### src/rtl/sbst_pkg.sv
// Shared constants and types of the status byte and self-test handler.
// Assumes a single 40 MHz clock domain and decoded commands from a parser.
`default_nettype none

package sbst_pkg;

	// ----------------------------------------------------------------
	// Status byte layout
	// ----------------------------------------------------------------
	localparam int STB_MAV_BIT = 4;
	localparam int STB_ESB_BIT = 5;
	localparam int STB_MSS_BIT = 6;
	localparam logic [7:0] STB_RESET = 8'h00;

	// ----------------------------------------------------------------
	// Card and frame test selectors
	// ----------------------------------------------------------------
	localparam int CARD_COUNT = 4;
	localparam logic [2:0] CARD_AUTO = 3'h0;
	localparam logic [2:0] CARD_FIRST = 3'h1;
	localparam logic [2:0] CARD_LAST = 3'h4;
	localparam logic [2:0] CARD_ALL = 3'h7;
	localparam logic [2:0] FRAME_CTRL = 3'h0;
	localparam logic [2:0] FRAME_PANEL = 3'h1;
	localparam int RES_ENTRIES = 6;
	localparam logic [2:0] RES_IDX_CTRL = 3'h4;
	localparam logic [2:0] RES_IDX_PANEL = 3'h5;

	// Stored result codes and the reply bytes they map to
	localparam logic [1:0] RES_NONE = 2'h0;
	localparam logic [1:0] RES_PASS = 2'h1;
	localparam logic [1:0] RES_FAIL = 2'h2;
	localparam logic [7:0] RSP_PASS = 8'h00;
	localparam logic [7:0] RSP_FAIL = 8'h01;
	localparam logic [7:0] RSP_NONE = 8'hFF;

	// ----------------------------------------------------------------
	// Timing
	// ----------------------------------------------------------------
	localparam int unsigned CLK_HZ = 40000000;
	localparam int unsigned PANEL_TIMEOUT_S = 10;
	localparam int unsigned PANEL_TIMEOUT_CYC = PANEL_TIMEOUT_S * CLK_HZ;

	// ----------------------------------------------------------------
	// Commands
	// ----------------------------------------------------------------
	typedef enum logic [3:0] {
		CMD_STB_QUERY = 4'h0,
		CMD_SELFTEST_QUERY = 4'h1,
		CMD_WAIT = 4'h2,
		CMD_CARD_CLEAR = 4'h3,
		CMD_CARD_EXEC = 4'h4,
		CMD_CARD_STATE = 4'h5,
		CMD_FRAME_CLEAR = 4'h6,
		CMD_FRAME_EXEC = 4'h7,
		CMD_FRAME_STATE = 4'h8,
		CMD_ROUTE_OPEN = 4'h9,
		CMD_ROUTE_CLOSE = 4'hA,
		CMD_ROUTE_RULE = 4'hB,
		CMD_ROUTE_SEQ = 4'hC,
		CMD_ROUTE_CONFIG = 4'hD,
		CMD_ROUTE_STATE = 4'hE
	} sbst_cmd_t;

	typedef enum logic [2:0] {
		ROP_OPEN = 3'h0,
		ROP_CLOSE = 3'h1,
		ROP_RULE = 3'h2,
		ROP_SEQ = 3'h3,
		ROP_STATE = 3'h4
	} sbst_route_op_t;

	typedef enum logic [1:0] {
		HW_INTERNAL = 2'h0,
		HW_CONTROLLER = 2'h1,
		HW_CARD = 2'h2
	} sbst_hw_kind_t;

	// ----------------------------------------------------------------
	// Routing parameter encodings
	// ----------------------------------------------------------------
	typedef enum logic [1:0] {
		CONN_FREE = 2'h0,
		CONN_SINGLE_ROUTE_RULE = 2'h1
	} sbst_conn_rule_t;

	typedef enum logic [1:0] {
		SEQ_NO_ORDER_SEQUENCE = 2'h0,
		SEQ_OPEN_FIRST_SEQUENCE = 2'h1,
		SEQ_CLOSE_FIRST_SEQUENCE = 2'h2
	} sbst_sequence_t;

	typedef enum logic [1:0] {
		CFG_AUTOMATIC_CHANNEL_CONFIG = 2'h0,
		CFG_NORMAL_CHANNEL_CONFIG = 2'h1
	} sbst_chan_cfg_t;

	// Boolean state: OFF and 0 map to 0, ON and 1 map to 1
	localparam logic [1:0] BOOL_OFF = 2'h0;
	localparam logic [1:0] BOOL_ON = 2'h1;

endpackage : sbst_pkg

`default_nettype wire

### src/rtl/sbst_handler.sv
// Command handler: status byte, self-tests, wait and routing parameter checks.
// Assumes decoded commands from a parser and test hardware on the same clock.
`default_nettype none

// Summary of operation
// - Status byte query replies the byte; bit six carries master summary.
// - Bit 4 message available, bit 5 event summary, bit 6 master; others zero.
// - Self-test query runs internal test, replies 0 pass or 1 fail.
// - After the self-test the device is put in its instrument reset state.
// - Wait command stalls all later commands until nothing is pending.
// - Diagnostics ignore config mode; card argument 1 to 4 or all.
// - Card clear erases the stored relay result of one or all cards.
// - Card execute tests selected cards; 1 if any fails, else 0.
// - Host fits the adapter; afterwards tested cards return to power-on setup.
// - Card state takes one card 1 to 4; replies 1, 0, or -1.
// - Frame clear erases the selected controller or panel test result.
// - Controller test ends in reset state; panel test leaves state alone.
// - Panel test waits for a key; none in ten seconds records fail.
// - Frame execute replies 1 or 0; frame state replies 1, 0, -1.
// - Open disconnects input from output; close joins them.
// - Routing parameters use the fixed rule, sequence, config, boolean codes.
// - Operation-complete is 1 with nothing pending, 0 while anything pends.
// - Master summary is the OR of status bits enabled by the request mask.
// - Event summary is the OR of enabled standard event status bits.
module sbst_handler #(
	parameter int unsigned PANEL_TIMEOUT_CYC = sbst_pkg::PANEL_TIMEOUT_CYC
) (
	input wire logic clk,
	input wire logic rst_n,
	input wire logic cmd_valid,
	input wire logic [3:0] cmd_code,
	input wire logic [2:0] cmd_arg,
	input wire logic [1:0] cmd_value,
	output logic cmd_ready,
	output logic cmd_error,
	output logic rsp_valid,
	output logic [7:0] rsp_data,
	input wire logic [7:0] event_status,
	input wire logic [7:0] event_enable,
	input wire logic [7:0] request_enable,
	input wire logic out_queue_empty,
	input wire logic ops_pending,
	output logic [7:0] summary_status_byte,
	output logic op_complete,
	output logic hw_test_req,
	output logic [1:0] hw_test_kind,
	output logic [2:0] hw_test_card,
	input wire logic hw_test_done,
	input wire logic hw_test_fail,
	input wire logic panel_key,
	output logic inst_reset,
	output logic [3:0] card_poweron,
	output logic route_valid,
	output logic [2:0] route_op,
	output logic [2:0] route_card,
	output logic [1:0] route_value,
	output logic channel_config
);

	typedef enum logic [3:0] {
		ST_IDLE = 4'b0001,
		ST_WAIT_OPS = 4'b0010,
		ST_HW_TEST = 4'b0100,
		ST_PANEL = 4'b1000
	} sbst_state_t;

	typedef struct packed {
		sbst_state_t state;
		logic ready;
		logic error;
		logic rsp_valid;
		logic [7:0] rsp_data;
		logic [7:0] stb;
		logic opc;
		logic test_req;
		logic [1:0] test_kind;
		logic [2:0] test_card;
		logic [2:0] last_card;
		logic acc_fail;
		logic wr_en;
		logic [2:0] wr_idx;
		logic wr_fail;
		logic [sbst_pkg::RES_ENTRIES-1:0] clr_mask;
		logic panel_start;
		logic inst_reset;
		logic [3:0] card_poweron;
		logic route_valid;
		logic [2:0] route_op;
		logic [2:0] route_card;
		logic [1:0] route_value;
		logic cfg_normal;
	} sbst_main_t;

	sbst_main_t s_r;
	sbst_main_t s_nxt;
	logic [2:0] rd_idx;
	logic [1:0] rd_code;
	logic panel_done;
	logic panel_fail;
	logic [7:0] stb_now;
	logic mav;
	logic esb;

	// ----------------------------------------------------------------
	// Helpers
	// ----------------------------------------------------------------
	function automatic logic card_in_range(input logic [2:0] arg);
		card_in_range = (arg >= sbst_pkg::CARD_FIRST) && (arg <= sbst_pkg::CARD_LAST);
	endfunction : card_in_range

	function automatic logic [sbst_pkg::RES_ENTRIES-1:0] card_clear(input logic [2:0] arg);
		logic [sbst_pkg::RES_ENTRIES-1:0] m;
		m = '0;
		if (arg == sbst_pkg::CARD_ALL) begin
			m[sbst_pkg::CARD_COUNT-1:0] = '1;
		end else begin
			m[3'(arg - 3'h1)] = 1'b1;
		end
		card_clear = m;
	endfunction : card_clear

	function automatic logic [7:0] code_reply(input logic [1:0] code);
		unique case (code)
			sbst_pkg::RES_PASS: code_reply = sbst_pkg::RSP_PASS;
			sbst_pkg::RES_FAIL: code_reply = sbst_pkg::RSP_FAIL;
			default: code_reply = sbst_pkg::RSP_NONE;
		endcase
	endfunction : code_reply

	// ----------------------------------------------------------------
	// Status byte
	// ----------------------------------------------------------------
	always_comb begin
		mav = !out_queue_empty;
		esb = |(event_status & event_enable);
		stb_now = sbst_pkg::STB_RESET;
		stb_now[sbst_pkg::STB_MAV_BIT] = mav;
		stb_now[sbst_pkg::STB_ESB_BIT] = esb;
		// Bit six of the enable mask is undefined, so it never feeds itself
		stb_now[sbst_pkg::STB_MSS_BIT] = |(stb_now & request_enable);
	end

	// Result read index: cards sit below the two frame entries
	always_comb begin
		if (cmd_code == sbst_pkg::CMD_FRAME_STATE) begin
			rd_idx = cmd_arg[0] ? sbst_pkg::RES_IDX_PANEL : sbst_pkg::RES_IDX_CTRL;
		end else begin
			rd_idx = 3'(cmd_arg - 3'h1);
		end
	end

	// ----------------------------------------------------------------
	// Command sequencer
	// ----------------------------------------------------------------
	always_comb begin
		s_nxt = s_r;
		s_nxt.error = 1'b0;
		s_nxt.rsp_valid = 1'b0;
		s_nxt.wr_en = 1'b0;
		s_nxt.clr_mask = '0;
		s_nxt.panel_start = 1'b0;
		s_nxt.inst_reset = 1'b0;
		s_nxt.card_poweron = '0;
		s_nxt.route_valid = 1'b0;
		s_nxt.stb = stb_now;
		s_nxt.opc = !ops_pending;
		unique case (s_r.state)
			ST_IDLE: begin
				if (cmd_valid) begin
					case (cmd_code)
						sbst_pkg::CMD_STB_QUERY: begin
							s_nxt.rsp_valid = 1'b1;
							s_nxt.rsp_data = stb_now;
						end
						sbst_pkg::CMD_SELFTEST_QUERY: begin
							s_nxt.test_req = 1'b1;
							s_nxt.test_kind = sbst_pkg::HW_INTERNAL;
							s_nxt.test_card = sbst_pkg::CARD_AUTO;
							s_nxt.state = ST_HW_TEST;
						end
						sbst_pkg::CMD_WAIT: begin
							if (ops_pending) begin
								s_nxt.state = ST_WAIT_OPS;
							end
						end
						sbst_pkg::CMD_CARD_CLEAR: begin
							// Diagnostics never look at the channel config mode
							if (card_in_range(cmd_arg) || cmd_arg == sbst_pkg::CARD_ALL) begin
								s_nxt.clr_mask = card_clear(cmd_arg);
							end else begin
								s_nxt.error = 1'b1;
							end
						end
						sbst_pkg::CMD_CARD_EXEC: begin
							if (card_in_range(cmd_arg) || cmd_arg == sbst_pkg::CARD_ALL) begin
								s_nxt.test_req = 1'b1;
								s_nxt.test_kind = sbst_pkg::HW_CARD;
								s_nxt.acc_fail = 1'b0;
								if (cmd_arg == sbst_pkg::CARD_ALL) begin
									s_nxt.test_card = sbst_pkg::CARD_FIRST;
									s_nxt.last_card = sbst_pkg::CARD_LAST;
								end else begin
									s_nxt.test_card = cmd_arg;
									s_nxt.last_card = cmd_arg;
								end
								s_nxt.state = ST_HW_TEST;
							end else begin
								s_nxt.error = 1'b1;
							end
						end
						sbst_pkg::CMD_CARD_STATE: begin
							if (card_in_range(cmd_arg)) begin
								s_nxt.rsp_valid = 1'b1;
								s_nxt.rsp_data = code_reply(rd_code);
							end else begin
								s_nxt.error = 1'b1;
							end
						end
						sbst_pkg::CMD_FRAME_CLEAR: begin
							if (cmd_arg == sbst_pkg::FRAME_CTRL) begin
								s_nxt.clr_mask[sbst_pkg::RES_IDX_CTRL] = 1'b1;
							end else if (cmd_arg == sbst_pkg::FRAME_PANEL) begin
								s_nxt.clr_mask[sbst_pkg::RES_IDX_PANEL] = 1'b1;
							end else begin
								s_nxt.error = 1'b1;
							end
						end
						sbst_pkg::CMD_FRAME_EXEC: begin
							if (cmd_arg == sbst_pkg::FRAME_CTRL) begin
								s_nxt.test_req = 1'b1;
								s_nxt.test_kind = sbst_pkg::HW_CONTROLLER;
								s_nxt.test_card = sbst_pkg::CARD_AUTO;
								s_nxt.state = ST_HW_TEST;
							end else if (cmd_arg == sbst_pkg::FRAME_PANEL) begin
								s_nxt.panel_start = 1'b1;
								s_nxt.state = ST_PANEL;
							end else begin
								s_nxt.error = 1'b1;
							end
						end
						sbst_pkg::CMD_FRAME_STATE: begin
							if (cmd_arg == sbst_pkg::FRAME_CTRL || cmd_arg == sbst_pkg::FRAME_PANEL) begin
								s_nxt.rsp_valid = 1'b1;
								s_nxt.rsp_data = code_reply(rd_code);
							end else begin
								s_nxt.error = 1'b1;
							end
						end
						sbst_pkg::CMD_ROUTE_CONFIG: begin
							if (cmd_value == sbst_pkg::CFG_NORMAL_CHANNEL_CONFIG) begin
								s_nxt.cfg_normal = 1'b1;
							end else if (cmd_value == sbst_pkg::CFG_AUTOMATIC_CHANNEL_CONFIG) begin
								s_nxt.cfg_normal = 1'b0;
							end else begin
								s_nxt.error = 1'b1;
							end
						end
						sbst_pkg::CMD_ROUTE_OPEN, sbst_pkg::CMD_ROUTE_CLOSE,
						sbst_pkg::CMD_ROUTE_RULE, sbst_pkg::CMD_ROUTE_SEQ,
						sbst_pkg::CMD_ROUTE_STATE: begin
							// Card number must suit the active config mode
							if (!((s_r.cfg_normal && card_in_range(cmd_arg)) ||
								(!s_r.cfg_normal && cmd_arg == sbst_pkg::CARD_AUTO) ||
								cmd_arg == sbst_pkg::CARD_ALL)) begin
								s_nxt.error = 1'b1;
							end else if ((cmd_code == sbst_pkg::CMD_ROUTE_RULE &&
								cmd_value > sbst_pkg::CONN_SINGLE_ROUTE_RULE) ||
								(cmd_code == sbst_pkg::CMD_ROUTE_SEQ &&
								cmd_value > sbst_pkg::SEQ_CLOSE_FIRST_SEQUENCE) ||
								(cmd_code == sbst_pkg::CMD_ROUTE_STATE &&
								cmd_value > sbst_pkg::BOOL_ON)) begin
								s_nxt.error = 1'b1;
							end else begin
								s_nxt.route_valid = 1'b1;
								s_nxt.route_card = cmd_arg;
								s_nxt.route_value = cmd_value;
								unique case (cmd_code)
									sbst_pkg::CMD_ROUTE_OPEN: s_nxt.route_op = sbst_pkg::ROP_OPEN;
									sbst_pkg::CMD_ROUTE_CLOSE: s_nxt.route_op = sbst_pkg::ROP_CLOSE;
									sbst_pkg::CMD_ROUTE_RULE: s_nxt.route_op = sbst_pkg::ROP_RULE;
									sbst_pkg::CMD_ROUTE_SEQ: s_nxt.route_op = sbst_pkg::ROP_SEQ;
									default: s_nxt.route_op = sbst_pkg::ROP_STATE;
								endcase
							end
						end
						default: begin
							s_nxt.error = 1'b1;
						end
					endcase
				end
			end
			ST_WAIT_OPS: begin
				if (!ops_pending) begin
					s_nxt.state = ST_IDLE;
				end
			end
			ST_HW_TEST: begin
				if (hw_test_done) begin
					if (s_r.test_kind == sbst_pkg::HW_CARD) begin
						s_nxt.wr_en = 1'b1;
						s_nxt.wr_idx = 3'(s_r.test_card - 3'h1);
						s_nxt.wr_fail = hw_test_fail;
						s_nxt.card_poweron[2'(s_r.test_card - 3'h1)] = 1'b1;
						s_nxt.acc_fail = s_r.acc_fail | hw_test_fail;
						if (s_r.test_card == s_r.last_card) begin
							s_nxt.test_req = 1'b0;
							s_nxt.rsp_valid = 1'b1;
							// Any failing card makes the whole reply a fail
							s_nxt.rsp_data = (s_r.acc_fail | hw_test_fail) ?
								sbst_pkg::RSP_FAIL : sbst_pkg::RSP_PASS;
							s_nxt.state = ST_IDLE;
						end else begin
							s_nxt.test_card = 3'(s_r.test_card + 3'h1);
						end
					end else begin
						s_nxt.test_req = 1'b0;
						s_nxt.rsp_valid = 1'b1;
						s_nxt.rsp_data = hw_test_fail ? sbst_pkg::RSP_FAIL : sbst_pkg::RSP_PASS;
						s_nxt.inst_reset = 1'b1;
						s_nxt.cfg_normal = 1'b1;
						if (s_r.test_kind == sbst_pkg::HW_CONTROLLER) begin
							s_nxt.wr_en = 1'b1;
							s_nxt.wr_idx = sbst_pkg::RES_IDX_CTRL;
							s_nxt.wr_fail = hw_test_fail;
						end
						s_nxt.state = ST_IDLE;
					end
				end
			end
			ST_PANEL: begin
				if (panel_done) begin
					// Panel test leaves every other setting as it was
					s_nxt.wr_en = 1'b1;
					s_nxt.wr_idx = sbst_pkg::RES_IDX_PANEL;
					s_nxt.wr_fail = panel_fail;
					s_nxt.rsp_valid = 1'b1;
					s_nxt.rsp_data = panel_fail ? sbst_pkg::RSP_FAIL : sbst_pkg::RSP_PASS;
					s_nxt.state = ST_IDLE;
				end
			end
		endcase
		s_nxt.ready = (s_nxt.state == ST_IDLE);
	end

	always_ff @(posedge clk) begin
		if (!rst_n) begin
			s_r <= '0;
			s_r.state <= ST_IDLE;
			s_r.ready <= 1'b1;
			s_r.stb <= sbst_pkg::STB_RESET;
			s_r.opc <= 1'b1;
			s_r.cfg_normal <= 1'b1;
		end else begin
			s_r <= s_nxt;
		end
	end

	// ----------------------------------------------------------------
	// Sub-blocks
	// ----------------------------------------------------------------
	sbst_result_store #(
		.ENTRIES(sbst_pkg::RES_ENTRIES)
	) u_store (
		.clk(clk),
		.rst_n(rst_n),
		.clr_mask(s_r.clr_mask),
		.wr_en(s_r.wr_en),
		.wr_idx(s_r.wr_idx),
		.wr_fail(s_r.wr_fail),
		.rd_idx(rd_idx),
		.rd_code(rd_code)
	);

	sbst_panel_watch #(
		.TIMEOUT_CYC(PANEL_TIMEOUT_CYC)
	) u_panel (
		.clk(clk),
		.rst_n(rst_n),
		.key_pin(panel_key),
		.start(s_r.panel_start),
		.done(panel_done),
		.fail(panel_fail)
	);

	assign cmd_ready = s_r.ready;
	assign cmd_error = s_r.error;
	assign rsp_valid = s_r.rsp_valid;
	assign rsp_data = s_r.rsp_data;
	assign summary_status_byte = s_r.stb;
	assign op_complete = s_r.opc;
	assign hw_test_req = s_r.test_req;
	assign hw_test_kind = s_r.test_kind;
	assign hw_test_card = s_r.test_card;
	assign inst_reset = s_r.inst_reset;
	assign card_poweron = s_r.card_poweron;
	assign route_valid = s_r.route_valid;
	assign route_op = s_r.route_op;
	assign route_card = s_r.route_card;
	assign route_value = s_r.route_value;
	assign channel_config = s_r.cfg_normal;

endmodule : sbst_handler

`default_nettype wire

### src/rtl/sbst_result_store.sv
// Stored pass/fail results of the four cards and the two frame tests.
// Assumes writer and clearer share the clock; read port is combinational.
`default_nettype none

module sbst_result_store #(
	parameter int ENTRIES = sbst_pkg::RES_ENTRIES
) (
	input wire logic clk,
	input wire logic rst_n,
	input wire logic [ENTRIES-1:0] clr_mask,
	input wire logic wr_en,
	input wire logic [2:0] wr_idx,
	input wire logic wr_fail,
	input wire logic [2:0] rd_idx,
	output logic [1:0] rd_code
);

	typedef struct packed {
		logic [ENTRIES-1:0][1:0] res;
	} sbst_store_t;

	sbst_store_t s_r;
	sbst_store_t s_nxt;
	logic [ENTRIES-1:0][1:0] res_nxt;

	// ----------------------------------------------------------------
	// Per-entry update
	// ----------------------------------------------------------------
	genvar gi;
	generate
		for (gi = 0; gi < ENTRIES; gi++) begin : g_entry
			always_comb begin
				res_nxt[gi] = s_r.res[gi];
				if (clr_mask[gi]) begin
					res_nxt[gi] = sbst_pkg::RES_NONE;
				end
				// A new result outranks a clear in the same cycle
				if (wr_en && (wr_idx == 3'(gi))) begin
					res_nxt[gi] = wr_fail ? sbst_pkg::RES_FAIL : sbst_pkg::RES_PASS;
				end
			end
		end
	endgenerate

	always_comb begin
		s_nxt.res = res_nxt;
	end

	always_ff @(posedge clk) begin
		if (!rst_n) begin
			s_r <= '0;
		end else begin
			s_r <= s_nxt;
		end
	end

	assign rd_code = (int'(rd_idx) < ENTRIES) ? s_r.res[rd_idx] : sbst_pkg::RES_NONE;

endmodule : sbst_result_store

`default_nettype wire

### src/rtl/sbst_panel_watch.sv
// Front panel key watcher with a timeout for the panel interface test.
// Assumes key_pin is asynchronous to clk and active high while pressed.
`default_nettype none

module sbst_panel_watch #(
	parameter int unsigned TIMEOUT_CYC = sbst_pkg::PANEL_TIMEOUT_CYC
) (
	input wire logic clk,
	input wire logic rst_n,
	input wire logic key_pin,
	input wire logic start,
	output logic done,
	output logic fail
);

	localparam int CW = $clog2(TIMEOUT_CYC + 1);

	typedef struct packed {
		logic key_meta;
		logic key_sync;
		logic busy;
		logic [CW-1:0] count;
		logic done;
		logic fail;
	} sbst_watch_t;

	sbst_watch_t s_r;
	sbst_watch_t s_nxt;

	always_comb begin
		s_nxt = s_r;
		s_nxt.key_meta = key_pin;
		s_nxt.key_sync = s_r.key_meta;
		s_nxt.done = 1'b0;
		if (start) begin
			s_nxt.busy = 1'b1;
			s_nxt.count = '0;
		end else if (s_r.busy) begin
			if (s_r.key_sync) begin
				s_nxt.busy = 1'b0;
				s_nxt.done = 1'b1;
				s_nxt.fail = 1'b0;
			end else if (s_r.count == CW'(TIMEOUT_CYC - 1)) begin
				s_nxt.busy = 1'b0;
				s_nxt.done = 1'b1;
				s_nxt.fail = 1'b1;
			end else begin
				s_nxt.count = CW'(s_r.count + 1'b1);
			end
		end
	end

	always_ff @(posedge clk) begin
		if (!rst_n) begin
			s_r <= '0;
		end else begin
			s_r <= s_nxt;
		end
	end

	assign done = s_r.done;
	assign fail = s_r.fail;

endmodule : sbst_panel_watch

`default_nettype wire

### config.mk
export PLATFORM = sky130hd
export DESIGN_NAME = sbst_handler
export DESIGN_NICKNAME = d
export VERILOG_FILES = /design/src/rtl/sbst_pkg.sv /design/src/rtl/sbst_handler.sv /design/src/rtl/sbst_result_store.sv /design/src/rtl/sbst_panel_watch.sv
export SDC_FILE = /design/constraint.sdc
export NUM_CORES = 1
export LEC_CHECK = 0
export ABC_AREA = 1
export BUFFER_PORTS_ARGS = -buffer_cell sky130_fd_sc_hd__buf_2
export CAP_MARGIN = 20
export CORE_MARGIN = 2
export CORE_UTILIZATION = 50
export DETAILED_ROUTE_END_ITERATION = 6
export PLACE_DENSITY = 0.71
export SKIP_LAST_GASP = 1
export SYNTH_ARGS = -nofsm -noshare
export SYNTH_HDL_FRONTEND = slang
export SYNTH_SLANG_ARGS = --single-unit
export TNS_END_PERCENT = 20
### constraint.sdc
create_clock -name clk -period 3.9 [get_ports clk]
set_input_delay 0.39 -clock clk [delete_from_list [all_inputs] [get_ports clk]]
set_output_delay 0.39 -clock clk [all_outputs]
set_load 0.005 [all_outputs]
==> summary.txt <==
Worst setup SP type: input port
Hold Fails Final Rpt: 0
H-tree depth: 3
Post-CTS Setup Inserts: 0
arrival time worst endpoint: 2.46 ns
row count: 39
GR Util met3: 0.0533
Core Util, Final: 0.551
static leakage: 2.73 nW
area leader, netlist: dfxtp_1
Post-Syn Area per Cell: 6.77 um2
CP bufs+invs: 3
Initial Util: 0.509
Req. time, crit path: 4.13 ns
clk slew on worst S/H paths: 0.07 ns
Synth async-reset ratio: 0
Yosys Warn Count: 0
Clock Path Buffers: 2
Fmax: 0.447 GHz
first drt pass iteration count: 5
setup ws final: 1.66 ns
post-synthesis sequential area ratio: 0.344
CTS Sinks: 99
vias in the first global route: 4846
core footprint: 11300 um2
Worst Hold Class: input port to flop
flops & latches, synth: 99
most used routing layer: met2
crit path time final: 2.24 ns
setup violators final: 0
Post-synth EDFFs: 0
relative slew slack: 0.523
DR WL/cell: 12.6 um
pre-CTS WS: 1.32 ns
DR vias/cell: 5.07
drt initial violations: 333
# hold bufs at CTS: 0
Buffers on Ports: 70
maxcap violations: 0
largest net degree at the start of global routing: 38
nets: 942
crit path cell chain: buf_2, inv_1, ha_1, nor2_1, inv_1, o21ai_0, o22ai_1, nand2_1, o31ai_1, ha_1, nand2_1, o21ai_0, nand3_1, a21oi_1
Hold WS: 0.230 ns
# IOs: 82
Synth cell types: 46
first-pass GRT wire length: 22.5 mm
Num CTS Buffers: 9
Antenna diodes: 0
largest fanout on the critical path: 9
Final Cycle Share: 0.574
Syn Inst Count: 851
VDD IR max: 0.307 mV
die footprint: 12400 um2
Synth top cells by count: nand2_1, inv_1, dfxtp_1
drc violations: 0
PD cells: 345 nW/um2
Die X: 111 um
Die Y: 111 um
routability cong.: 0.920
largest cells by area after synthesis: dfxtp_1, nand2_1, inv_1
critical path's top delay family: adder cells
outcome: completed
Worst Clk Skew: 0.00607 ns
root buffer cell: clkbuf_16
unrepaired setup endpoints after global routing: false
CTS tree: yes
DP Wirelength: 9.87 mm
element type at the critical path end: flop
worst-skew pair later-pin latency: 0.35 ns
R2R Setup Slk: 1.68 ns
WL final: 13.1 mm
slowest stage delay, CP: 0.35 ns
remaining antenna violation count: 0
synthesized cell area: 5760 um2
initial antenna violation count: 0
via count: 5233
share of post-route cells with drive strength above 1: 0.135
GR Layer Usage met1: 0.290
Slew Limit Fails: 0
Tot GR Track Use: 0.220
synth-to-layout area growth: 8.23%
gr ovfl total: 0
post-synth top area share: 0.344
crit path kind: input port to flop
Crit-path slowest cell: ha_1
Post-CTS Resized: 0
Total Neg Setup Slack: 0 ns
Tightest Pin Transition: 0.711 ns
Most used DFF post-synth: dfxtp_1
met2 Usage GRT: 0.367
count leader, synth: nand2_1
==> path summary, 6_finish.rpt <==
path / from / endpoint / depth (start not counted)
max: cmd_arg[0] / rsp_data[4]$_SDFFE_PN0P_ / 14
min: out_queue_empty / summary_status_byte[4]$_SDFF_PN0_ / 2
max reg2reg: u_panel.s_r[2]$_SDFFE_PP0P_ / u_panel.s_r[14]$_SDFFE_PP0P_ / 10
min reg2reg: u_panel.s_nxt[32]$_SDFF_PN0_ / u_panel.s_r[32]$_SDFF_PN0_ / 2
==> sequential cells by signal, indices dropped and copies added, names as in the netlist, 2 cells and up <==
| name | cells |
|---|---|
| card_poweron | 4 |
| hw_test_card | 3 |
| hw_test_kind | 2 |
| route_card | 3 |
| route_op | 3 |
| route_value | 2 |
| rsp_data | 5 |
| s_r | 20 |
| summary_status_byte | 3 |
| u_panel.s_r | 31 |
| u_store.s_r | 12 |
==> per-stage QoR <==
stage | cell area (um2) | std cells | power (W)
after floorplan | 5780 | 855 | 0.00122
after global placement | 5940 | 1018 | 0.00128
after detailed placement | 5940 | 1018 | 0.00128
after CTS | 6240 | 1033 | 0.00217
after global routing | 6240 | 1033 | 0.00225
final | 6240 | 1033 | 0.00215
==> layout make-up <==
type / instances / area [um2]
Clock buffer: 11 / 243
Clock inverter: 4 / 51.3
Fill cell: 1144 / 5080
Inverter: 118 / 443
Multi-Input combinational cell: 587 / 2980
Sequential cell: 99 / 1980
Tap cell: 143 / 179
Timing Repair Buffer: 71 / 358
==> report_power, final <==
| part | switching (W) | total [W] | internal [W] |
|---|---|---|---|
| Clock | 0.000381 | 0.000892 | 0.000511 |
| Sequential | 0.0000129 | 0.00104 | 0.00103 |
| Combinational | 0.000138 | 0.000216 | 0.0000774 |
| Total | 0.000532 | 0.00215 | 0.00162 |
==> layout by cell type, fill, tap and decap left out, types with 5 or more instances in the layout <==
cell type | netlist | final
a21oi_1 | 80 | 80
buf_2 | 3 | 70
clkbuf_16 | 0 | 9
conb_1 | 1 | 5
dfxtp_1 | 99 | 99
ha_1 | 15 | 15
inv_1 | 109 | 109
inv_2 | 8 | 8
nand2_1 | 201 | 201
nand3_1 | 36 | 36
nand3_2 | 7 | 7
nand4_1 | 12 | 12
nor2_1 | 97 | 97
nor2_2 | 6 | 6
nor3_1 | 26 | 26
o21ai_0 | 29 | 29
xnor2_1 | 11 | 11
xor2_1 | 18 | 18
==> cell families (layout without fill, tap and decap cells) <==
group | count (synthesis) | count (layout) | share of synthesized area
xor gates and xnor gates | 29 | 29 | 0.0441
adders and majority gates | 15 | 15 | 0.0326
buffers and inverters | 169 | 204 | 0.141
other | 1 | 5 | 0.000651
AOI/OAI and AO/OA | 134 | 134 | 0.127
and+or+nand+nor | 404 | 404 | 0.310
DFF | 99 | 99 | 0.344
==> routing by layer <==
layer / routed length (um) / up-vias / part of all wire
met5: 0 / - / 0
met4: 134 / 0 / 0.010
met3: 592 / 13 / 0.045
met2: 6110 / 117 / 0.47
met1: 6220 / 2356 / 0.48
li1: - / 2747 / -
==> worst register-to-register path: cells and delay by family, from the launching register on <==
| kind | cells | cell delay (ns) |
|---|---|---|
| compound gates | 1 | 0.15 |
| fa+ha+maj | 1 | 0.26 |
| buf+inv | 3 | 0.56 |
| flops | 1 | 0.33 |
| simple gates | 5 | 0.83 |
Note: power is estimated with default switching activity, not from simulation.
